**src/rtl/slb_pkg.sv**
```systemverilog
// Constants, register map and carrier types for the link self-test controller
// Overview of operation
// - A running input pixel clock must be supplied throughout the self-test.
// - Test mode travels in control bits; receiver then blanks colour and sync outputs.
// - Receiver compares each payload against the expected pattern while requested.
// - Each payload with 1 to 24 bit errors pulses pass low half a clock.
// - Receiver request falling stops checking and freezes the verdict on pass.
// - Frozen verdict is high for no errors, low for one or more.
// - Verdict holds until a new test, a receiver reset or power-down.
// - Test length equals how long the receiver request is held high; here it is held for the programmed length plus one cycle.
// - After the receiver test ends, drop serializer request; video then resumes.
// - Raise serializer request before receiver request; lower them in reverse order.
// - A pass bounds error rate to one over 24 times clock rate times duration.
// - Receiver drives lock low when embedded clock bits do not rebuild the clock.
// - Controller may count pass low pulses to estimate the payload error rate.
package slb_pkg;

  // Register offsets on the software port
  localparam logic [3:0] ADDR_CTRL   = 4'h0;
  localparam logic [3:0] ADDR_STATUS = 4'h1;
  localparam logic [3:0] ADDR_IRQ    = 4'h2;
  localparam logic [3:0] ADDR_MASK   = 4'h3;
  localparam logic [3:0] ADDR_LENLO  = 4'h4;
  localparam logic [3:0] ADDR_ERRCNT = 4'h5;
  localparam logic [3:0] ADDR_SETTLE = 4'h6;

  // Control register bits
  localparam int CTRL_START = 0;
  localparam int CTRL_ABORT = 1;

  // Status register bits
  localparam int ST_BUSY    = 0;
  localparam int ST_VERDICT = 1;
  localparam int ST_VALID   = 2;
  localparam int ST_LOCK    = 3;

  // Interrupt bits
  localparam int IRQ_DONE   = 0;
  localparam int IRQ_ERRPLS = 1;
  localparam int IRQ_UNLOCK = 2;
  localparam int IRQ_W      = 3;

  // Reset values
  localparam logic [31:0] LEN_RESET    = 32'h0000_1000;
  localparam logic [15:0] SETTLE_RESET = 16'h0100;

  // Pin drive bundle towards both ends of the link
  typedef struct packed {
    logic ser_req;
    logic des_req;
  } slb_pins_type;

  // Sequencer states, one-hot
  typedef enum logic [4:0] {
    ST_IDLE   = 5'b00001,
    ST_SERUP  = 5'b00010,
    ST_RUN    = 5'b00100,
    ST_DESDN  = 5'b01000,
    ST_SERDN  = 5'b10000
  } slb_state_type;

endpackage : slb_pkg

```
**src/rtl/slb_ctrl.sv**
```systemverilog
// Host-side sequencer that runs the link self-test and collects its result
//
// Local design decisions: the address-and-strobe port and the register offsets.
module slb_ctrl #(
  parameter int CNT_W = 32
) (
  // Clock and reset
  input  wire logic        clk_in,
  input  wire logic        reset_n_in,
  // Software register port
  input  wire logic [3:0]  addr_in,
  input  wire logic [31:0] wdata_in,
  input  wire logic        wr_in,
  input  wire logic        rd_in,
  output logic      [31:0] rdata_out,
  output logic             irq_out,
  // Device pins
  input  wire logic        pass_in,
  input  wire logic        lock_in,
  output logic             ser_self_test_request_out,
  output logic             des_self_test_request_out
);

  // Timer must hold the 16-bit settle wait and fit the 32-bit length register
  if (CNT_W < 16 || CNT_W > 32) begin : g_bad_cnt_w
    $error("CNT_W must be 16..32");
  end

  slb_pkg::slb_state_type state;
  slb_pkg::slb_state_type next_state;
  slb_pkg::slb_pins_type  pins;
  slb_pkg::slb_pins_type  next_pins;

  logic [CNT_W-1:0]      len;
  logic [15:0]           settle;
  logic [CNT_W-1:0]      timer;
  logic [31:0]           err_cnt;
  logic                  verdict;
  logic                  valid;
  logic                  pass_d;
  logic                  lock_d;
  logic [slb_pkg::IRQ_W-1:0] irq_st;
  logic [slb_pkg::IRQ_W-1:0] irq_mask;

  // Register strobes, decoded once
  wire wr_ctrl  = wr_in && (addr_in == slb_pkg::ADDR_CTRL);
  wire wr_irq   = wr_in && (addr_in == slb_pkg::ADDR_IRQ);
  wire wr_mask  = wr_in && (addr_in == slb_pkg::ADDR_MASK);
  wire wr_len   = wr_in && (addr_in == slb_pkg::ADDR_LENLO);
  wire wr_set   = wr_in && (addr_in == slb_pkg::ADDR_SETTLE);
  wire start    = wr_ctrl && wdata_in[slb_pkg::CTRL_START];
  wire abort    = wr_ctrl && wdata_in[slb_pkg::CTRL_ABORT];
  wire timer_z  = (timer == '0);

  // Low pulses on pass counted only while receiver is checking
  wire err_pulse = (state == slb_pkg::ST_RUN) && pass_d && !pass_in;
  wire unlock_ev = lock_d && !lock_in;
  wire done_ev;

  // Sequencer: serializer first, receiver second, reverse at the end
  always_comb begin
    next_state = state;
    next_pins  = pins;
    case (state)
      slb_pkg::ST_IDLE: begin
        if (start) begin
          next_state      = slb_pkg::ST_SERUP;
          next_pins.ser_req = 1'b1;
        end
      end
      slb_pkg::ST_SERUP: begin
        // Wait for the stream to settle and the receiver to see test mode
        if (abort) begin
          next_state      = slb_pkg::ST_SERDN;
          next_pins.ser_req = 1'b0;
        end else if (timer_z) begin
          next_state      = slb_pkg::ST_RUN;
          next_pins.des_req = 1'b1;
        end
      end
      slb_pkg::ST_RUN: begin
        // Receiver request stays high for the programmed test length plus one cycle
        if (timer_z || abort) begin
          next_state      = slb_pkg::ST_DESDN;
          next_pins.des_req = 1'b0;
        end
      end
      slb_pkg::ST_DESDN: begin
        if (timer_z) begin
          next_state      = slb_pkg::ST_SERDN;
          next_pins.ser_req = 1'b0;
        end
      end
      slb_pkg::ST_SERDN: begin
        if (timer_z) next_state = slb_pkg::ST_IDLE;
      end
      default: begin
        next_state = slb_pkg::ST_IDLE;
        next_pins  = '0;
      end
    endcase
  end

  assign done_ev = (state == slb_pkg::ST_DESDN) && timer_z;

  // State, pins and phase timer; every phase is counted, so the link clock must keep running
  always_ff @(posedge clk_in) begin
    if (!reset_n_in) begin
      state <= slb_pkg::ST_IDLE;
      pins  <= '0;
      timer <= '0;
    end else begin
      state <= next_state;
      pins  <= next_pins;
      if (next_state != state) begin
        timer <= (next_state == slb_pkg::ST_RUN) ? len : CNT_W'(settle);
      end else if (!timer_z) begin
        timer <= timer - 1'b1;
      end
    end
  end

  // Result capture: verdict sampled after receiver freezes it
  always_ff @(posedge clk_in) begin
    if (!reset_n_in) begin
      err_cnt <= 32'h0;
      verdict <= 1'b0;
      valid   <= 1'b0;
    end else if (start && state == slb_pkg::ST_IDLE) begin
      err_cnt <= 32'h0;
      valid   <= 1'b0;
    end else begin
      if (err_pulse) err_cnt <= err_cnt + 32'h1;
      if (done_ev) begin
        verdict <= pass_in;
        valid   <= 1'b1;
      end
    end
  end

  // Pin history for edge detection
  always_ff @(posedge clk_in) begin
    if (!reset_n_in) begin
      pass_d <= 1'b1;
      lock_d <= 1'b0;
    end else begin
      pass_d <= pass_in;
      lock_d <= lock_in;
    end
  end

  // Configuration registers
  always_ff @(posedge clk_in) begin
    if (!reset_n_in) begin
      len      <= CNT_W'(slb_pkg::LEN_RESET);
      settle   <= slb_pkg::SETTLE_RESET;
      irq_mask <= '0;
    end else begin
      if (wr_len) len <= CNT_W'(wdata_in);
      if (wr_set) settle <= wdata_in[15:0];
      if (wr_mask) irq_mask <= wdata_in[slb_pkg::IRQ_W-1:0];
    end
  end

  // Sticky events; a new event wins over a clear in the same cycle
  wire [slb_pkg::IRQ_W-1:0] irq_set = {unlock_ev, err_pulse, done_ev};
  wire [slb_pkg::IRQ_W-1:0] irq_clr = wr_irq ? wdata_in[slb_pkg::IRQ_W-1:0] : '0;
  always_ff @(posedge clk_in) begin
    if (!reset_n_in) begin
      irq_st  <= '0;
      irq_out <= 1'b0;
    end else begin
      irq_st  <= (irq_st & ~irq_clr) | irq_set;
      irq_out <= |(((irq_st & ~irq_clr) | irq_set) & irq_mask);
    end
  end

  // Read mux
  wire [31:0] status_w = {28'h0, lock_in, valid, verdict, (state != slb_pkg::ST_IDLE)};
  wire [31:0] rd_mux =
    (addr_in == slb_pkg::ADDR_CTRL)   ? 32'h0 :
    (addr_in == slb_pkg::ADDR_STATUS) ? status_w :
    (addr_in == slb_pkg::ADDR_IRQ)    ? {29'h0, irq_st} :
    (addr_in == slb_pkg::ADDR_MASK)   ? {29'h0, irq_mask} :
    (addr_in == slb_pkg::ADDR_LENLO)  ? 32'(len) :
    (addr_in == slb_pkg::ADDR_ERRCNT) ? err_cnt :
    (addr_in == slb_pkg::ADDR_SETTLE) ? {16'h0, settle} : 32'h0;

  // Read data stands only in the cycle after the strobe
  always_ff @(posedge clk_in) begin
    if (!reset_n_in) rdata_out <= 32'h0;
    else rdata_out <= rd_in ? rd_mux : 32'h0;
  end

  assign ser_self_test_request_out = pins.ser_req;
  assign des_self_test_request_out = pins.des_req;
endmodule : slb_ctrl

```
**config.mk**
```make
export PLATFORM = sky130hd
export DESIGN_NAME = slb_ctrl
export DESIGN_NICKNAME = d
export VERILOG_FILES = /design/src/rtl/slb_pkg.sv /design/src/rtl/slb_ctrl.sv
export SDC_FILE = /design/constraint.sdc
export NUM_CORES = 1
export LEC_CHECK = 0
export ABC_AREA = 1
export BUFFER_PORTS_ARGS = -buffer_cell sky130_fd_sc_hd__buf_2
export CAP_MARGIN = 20
export CORE_ASPECT_RATIO = 1.1
export CORE_MARGIN = 2
export CORE_UTILIZATION = 45
export CTS_BUF_LIST = sky130_fd_sc_hd__clkbuf_16
export DETAILED_ROUTE_END_ITERATION = 10
export GPL_TIMING_DRIVEN = 0
export PLACE_DENSITY = 0.71
export RECOVER_POWER = 25
export REMOVE_ABC_BUFFERS = 1
export SLEW_MARGIN = 40
export SYNTH_ARGS = -nofsm -noshare
export SYNTH_HDL_FRONTEND = slang
export SYNTH_SLANG_ARGS = --single-unit
```
**constraint.sdc**
```tcl
create_clock -name clk_in -period 5.71 [get_ports clk_in]
set_input_delay 0.8565 -clock clk_in [delete_from_list [all_inputs] [get_ports clk_in]]
set_output_delay 0.8565 -clock clk_in [all_outputs]
set_load 0.05 [all_outputs]
```
-- Word level (Yosys, flattened, before mapping)
Cells that the tools add are included.
- register bits after elaboration: 162
- output and inout port bits: 35
- word-level logic and storage cells: 99
- input port bits: 42
- eq/ne operators: 21
- bitwise logic cells: 9
- reduce and logical (&&, ||, !) cells: 26
- muxes and demuxes: 25
- add/subtract/negate cells: 2
- operators with widths (operator ; count):
    32-bit two-way mux ; 5
    32-bit by 1-bit adder with 32-bit output, second input constant ; 1
    32-bit zero test ; 1
    32-bit by 1-bit subtractor with 32-bit output, second input constant ; 1
    5-bit two-way mux ; 6
    5-bit case mux with 5 select lines ; 1
    16-bit two-way mux ; 1
    4-bit by 3-bit equality test with 1-bit output, second input constant ; 3
    1-bit logical AND ; 12
    4-bit two-way mux ; 3
    5-bit by 3-bit equality test with 1-bit output, second input constant ; 2
    2-bit != test, second input constant ; 5
    3-bit OR reduction ; 3
    4-bit by 2-bit equality test with 1-bit output, second input constant ; 2
    4-bit AND reduction ; 2
    3-bit bitwise AND ; 2
    1-bit two-way mux ; 6
    6-bit OR reduction ; 1
    5-bit by 1-bit equality test with 1-bit output, second input constant ; 1
    5-bit by 2-bit equality test with 1-bit output, second input constant ; 1
    5-bit by 4-bit equality test with 1-bit output, second input constant ; 1
    5-bit equality test, second input constant ; 1
    5-bit by 1-bit != test with 1-bit output, second input constant ; 1
    5-bit != test ; 1
    13 further kinds ; 20

-- Longest topological paths before layout
- depth after elaboration: 9
- depth in mapped cells: 18
- mapped depth without buffers: 17

-- Worst setup path after synthesis
No wires, ideal clock.
- kind: input to register
- start point: input port addr_in[2]
- end point: register timer[8]
- path slack: 3.245 ns
- data required time: 5.593 ns
- arrival: 2.348 ns
- path buffers: 0
- stages on the path: 10
- setup time: 0.117 ns
- path through: nor2_1 nand2_1 nor3_1 o21ai_0 nand3_1 nand3_4 nor2_8 nand2_1 nor3_1 nor2_1
- longest elaborated chain between the ends: 9
- elaborated cells on any way between the ends: 14
- those cells by class: eq/ne: 3; mux: 6; reduce/logical: 5
- RTL lines (what ; line ; RTL):
    start: declaration ; slb_ctrl.sv:11 ; input wire logic [3:0] addr_in,
    4-bit zero test * ; slb_ctrl.sv:46 ; wire wr_ctrl = wr_in && (addr_in == slb_pkg::ADDR_CTRL);
    1-bit logical AND * ; slb_ctrl.sv:46 ;
    1-bit logical AND ; slb_ctrl.sv:52 ; wire abort = wr_ctrl && wdata_in[slb_pkg::CTRL_ABORT];
    1-bit logical OR ; slb_ctrl.sv:83 ; if (timer_z || abort) begin
    5-bit two-way mux ; slb_ctrl.sv:83 ;
    5-bit case mux with 5 select lines * ; slb_ctrl.sv:64 ; case (state)
    5-bit by 3-bit equality test with 1-bit output ; slb_ctrl.sv:116 ; timer <= (next_state == slb_pkg::ST_RUN) ? len : CNT_W'(settle);
    32-bit two-way mux ; slb_ctrl.sv:116 ;
    32-bit two-way mux ; slb_ctrl.sv:115 ; if (next_state != state) begin
    end signal: assignment ; slb_ctrl.sv:116 ;
    end signal: assignment ; slb_ctrl.sv:118 ; timer <= timer - 1'b1;
    end: declaration ; slb_ctrl.sv:36 ; logic [CNT_W-1:0] timer;
Mark *: on every way between the ends. The rest lies on a longest branch, timed or not.
A chain may end at the register's enable or synchronous reset.

-- Final worst setup path
- start point: input port reset_n_in
- end point: register err_cnt[0]
- longest elaborated chain between the ends: 2
- RTL lines (what ; line ; RTL):
    start: declaration ; slb_ctrl.sv:9 ; input wire logic reset_n_in,
    1-bit NOT (no source line) ; n/a ;
    2-bit OR reduction (no source line) ; n/a ;
    end signal: assignment ; slb_ctrl.sv:133 ; if (err_pulse) err_cnt <= err_cnt + 32'h1;
    end: declaration ; slb_ctrl.sv:37 ; logic [31:0] err_cnt;
Every way passes these cells.

==> metrics.md <==
| Metric | Value |
|---|---|
| Outcome | `finished, final reports clean` |
| Synthesized flop and latch total | `between 150 and 200` |
| FF+latch area | `0.00324 mm²` |
| Post-Synth Adder-Cell Area | `0.487%` |
| Iter 0 DRT Violations | `slightly above 500` |
| Clock Pin Slew Worst Setup and Hold Paths | `about 0.06 ns` |
| 1st-pass router iterations | `5` |
| CP required | `slightly above 6 ns` |
| Multi-input gate area | `approximately 0.0038 mm²` |
| Largest net degree at the start of global routing | `70` |
| Mapped Cells | `1106` |
| Routed len/inst | `14.7 µm` |
| RSZ-0062 raised after global routing | `false` |
| Critical path's top delay family | `buffers and inverters` |
| Nets | `1207` |
| Mux contribution to synthesized area | `0%` |
| Leakage | `between 3 and 4 nW` |
| Crit-path max cell delay | `about 0.81 ns` |
| Clk_lat worst skew | `between 0.4 and 0.5 ns` |
| Final ANT Viol Nets | `0` |
| Crit-path slowest cell | `clkinv_1` |
| CTS root buf | `clkbuf_16` |
| ANT cells | `0` |
| DR vias | `roughly 7200` |
| Worst-Margin Slew | `1.18 ns` |
| CTS sink cnt | `about 160` |
| Critical path buffers and inverters | `4` |
| Top cells by area, synth | `dfxtp_1 42%, nand2_1 9.2%, nor2_1 9.1%, a21oi_1 6.4%, o21ai_0 5.7%` |
| Highest clock rate | `0.265 GHz` |
| Max rail drop VDD | `between 0.0002 and 0.00025 V` |
| First-pass GRT wire length | `between 30000 and 40000 µm` |
| Seq/Total Area, Yosys | `a little over two fifths` |
| XOR/XNOR Fraction of Synth Area | `4.43%` |
| CP arrival | `4.14 ns` |
| Min-Delay Startpoint | `len[20]$_SDFFE_PN0P_` |
| Post-Place Cells | `between 1000 and 1500` |
| Synth Warn # | `0` |
| Maxcap violations | `0` |
| # rows | `50` |
| GRT overflow | `0` |
| Via density | `between 5 and 6` |
| R2r setup slk | `~2.6 ns` |
| TritonCTS clock tree | `done` |
| PostCTS Resize Cnt | `0` |
| Starting Density | `45.6%` |
| Die area | `between 0.015 and 0.02 mm²` |
| Final setup violation count | `0` |
| Max_slew headroom | `between 20% and 30%` |
| Hold buffers post-CTS | `0` |
| Post-synthesis simple-gate area fraction | `slightly below 30%` |
| Worst r2r src | `timer[0]$_SDFFE_PN0P_` |
| Most frequent CP cell | `inv_1` |
| Count of cell types in the netlist | `42` |
| Crit-path cells | `buf_4 > inv_1 > nor2_1 > clkinv_1 > a21oi_1 > o21ai_0 > inv_1` |
| Most used DFF post-synth | `dfxtp_1` |
| Fin. Hold Viols | `0` |
| EDFF count, synth | `0` |
| Commonest non-fill, non-tap cell in the layout | `nand2_1` |
| Setup bufs post-CTS | `0` |
| Share of layout cells above drive strength 1 | `8.60%` |
| WHS Endpoint | `rdata_out[20]$_SDFF_PP0_` |
| Initial antenna violation count | `0` |
| Total CTS buffers | `17` |
| Worst R2R Path Depth | `14` |
| Tcrit/Tclk final | `about 66%` |
| # IOs | `between 70 and 80` |
| Area delta synth->final | `13.9%` |
| IO buf count | `between 70 and 80` |
| FILL cells | `~1700` |
| Compound-gate portion of the synthesized area | `15.4%` |
| Syn Area/Cell | `between 6 and 7 µm²` |
| Power Density | `414 mW/mm²` |
| Hold Path Stages | `2` |
| Pins Over Slew Limit | `0` |
| Core ar. | `between 0.015 and 0.02 mm²` |
| Synth top area share | `42.1%` |
| Vias in the first global route | `6585` |
| GRT Overall Usage | `22.5%` |
| Most frequent cells in the layout | `187 x nand2_1, 185 x nor2_1, 162 x dfxtp_1` |
| Non-filler instance count after layout | `between 1000 and 1500` |
| Final wirelength | `20400 µm` |
| Critical Path Fanout Max | `69` |
| CP endpoint kind | `flip-flop` |
| Synth area leader | `dfxtp_1` |
| # H-tree levels | `4` |
| DRC errors left | `0` |
| Max clock buf depth | `2` |
| Startpoint Class | `input pin` |
| Post-Syn Area | `between 0.007 and 0.008 mm²` |
| Detailed Place HPWL | `14400 µm` |
| Clk_skew | `around 0.0052 ns` |
| Die Span X | `between 100 and 150 µm` |
| Terminus of the critical flop-to-flop path | `timer[8]$_SDFFE_PN0P_` |
| Crit Path Class | `in -> reg` |
| GP Congestion | `approximately 0.9` |
| Largest family of logic cells by synthesized area | `simple AND/OR/NAND/NOR gates` |
| Die height | `approximately 140 µm` |
| Asr flop ratio synth | `0%` |
| Min cycle time layout | `3.77 ns` |
| Final Util | `51.9%` |
| HP Class | `reg -> reg` |
## Yosys cell counts (6+ instances only)
library cell	n
nand3_1	79
nand2_1	188
nand4_1	18
o22ai_1	17
a21oi_1	99
o21ai_0	88
nor2_1	187
clkbuf_1	33
o21ai_1	8
inv_1	116
nor3_1	15
xor2_1	26
dfxtp_1	162
nor2_2	7
nand2_2	6
xnor2_1	13
## state kept, by name (all words and copies together) (netlist names)
| register | cells |
|---|---|
| des_self_test_request_out | 1 |
| err_cnt | 32 |
| irq_mask | 3 |
| irq_out | 1 |
| irq_st | 3 |
| len | 32 |
| lock_d | 1 |
| pass_d | 1 |
| rdata_out | 32 |
| ser_self_test_request_out | 1 |
| settle | 16 |
| state | 5 |
| timer | 32 |
| valid | 1 |
| verdict | 1 |
## power by group
group	internal [W]	switching (W)
clock	0.000728	0.000471
combinational	0.000410	0.000683
sequential	0.00124	0.0000996
## logic make-up after synthesis
kind of cell             after synthesis
AO/OA/AOI/OAI                        224
XOR/XNOR                              39
adder cells (fa/ha/maj)                3
buffers and inverters                163
flip-flops                           162
AND/OR/NAND/NOR                      515
## worst max path at each step
stage,startpoint,end,cells after the start
final,reset_n_in,err_cnt[0]$_SDFFE_PP0P_,7
after global routing,reset_n_in,err_cnt[0]$_SDFFE_PP0P_,7
after floorplan,addr_in[2],len[16]$_SDFFE_PN0P_,7
after CTS,reset_n_in,err_cnt[0]$_SDFFE_PP0P_,7
after global placement,addr_in[2],len[28]$_SDFFE_PN0P_,8
after detailed placement,reset_n_in,err_cnt[0]$_SDFFE_PP0P_,7
## per-stage QoR
stage	total power [W]	hold slack [ns]	setup slack (ns)	TNS (ns)	instance area, µm²
2_1_floorplan	0.00219	0.431	1.84	0	7530
4_1_cts	0.00363	0.466	2.29	0	8830
3_5_place_dp	0.00244	0.456	1.84	0	8210
6_report	0.00363	0.470	1.94	0	8770
5_1_grt	0.00386	0.482	1.60	0	8770
3_3_place_gp	0.00242	0.455	-0.198	-0.966	8170
## area by class of cell
type | instances | share of cell area [%]
inverter | 123 | 5.31
multi-input combinational | 781 | 43.7
clock inverter | 14 | 2.14
tap | 208 | 2.97
timing repair buffer | 77 | 4.02
sequential | 162 | 37.0
clock buffer | 17 | 4.85
## metal layers
| layer | part of all wire (%) | up-vias | GRT usage (%) |
|---|---|---|---|
| li1 | - | 3719 | - |
| met1 | 45 | 3305 | 28.7 |
| met2 | 48 | 178 | 38.2 |
| met3 | 4.1 | 39 | 3.80 |
| met4 | 2.5 | 0 | 8.35 |
| met5 | 0 | - | 0 |
## worst reg2reg max path: stages (launching register included)
cell and delay [ns]:
dfxtp_1 0.42, inv_1 0.12, ha_1 0.24, nand2_1 0.08, nor2_1 0.04, nand2_1 0.06
nor2_1 0.14, nand2_1 0.25, nand2_1 0.08, a21oi_1 0.28, nand3_4 0.22, nor2_8 0.45
nand2_1 0.35, nor3_1 0.26, nor2_1 0.06
No activity file was read; power rests on OpenSTA's default activity.
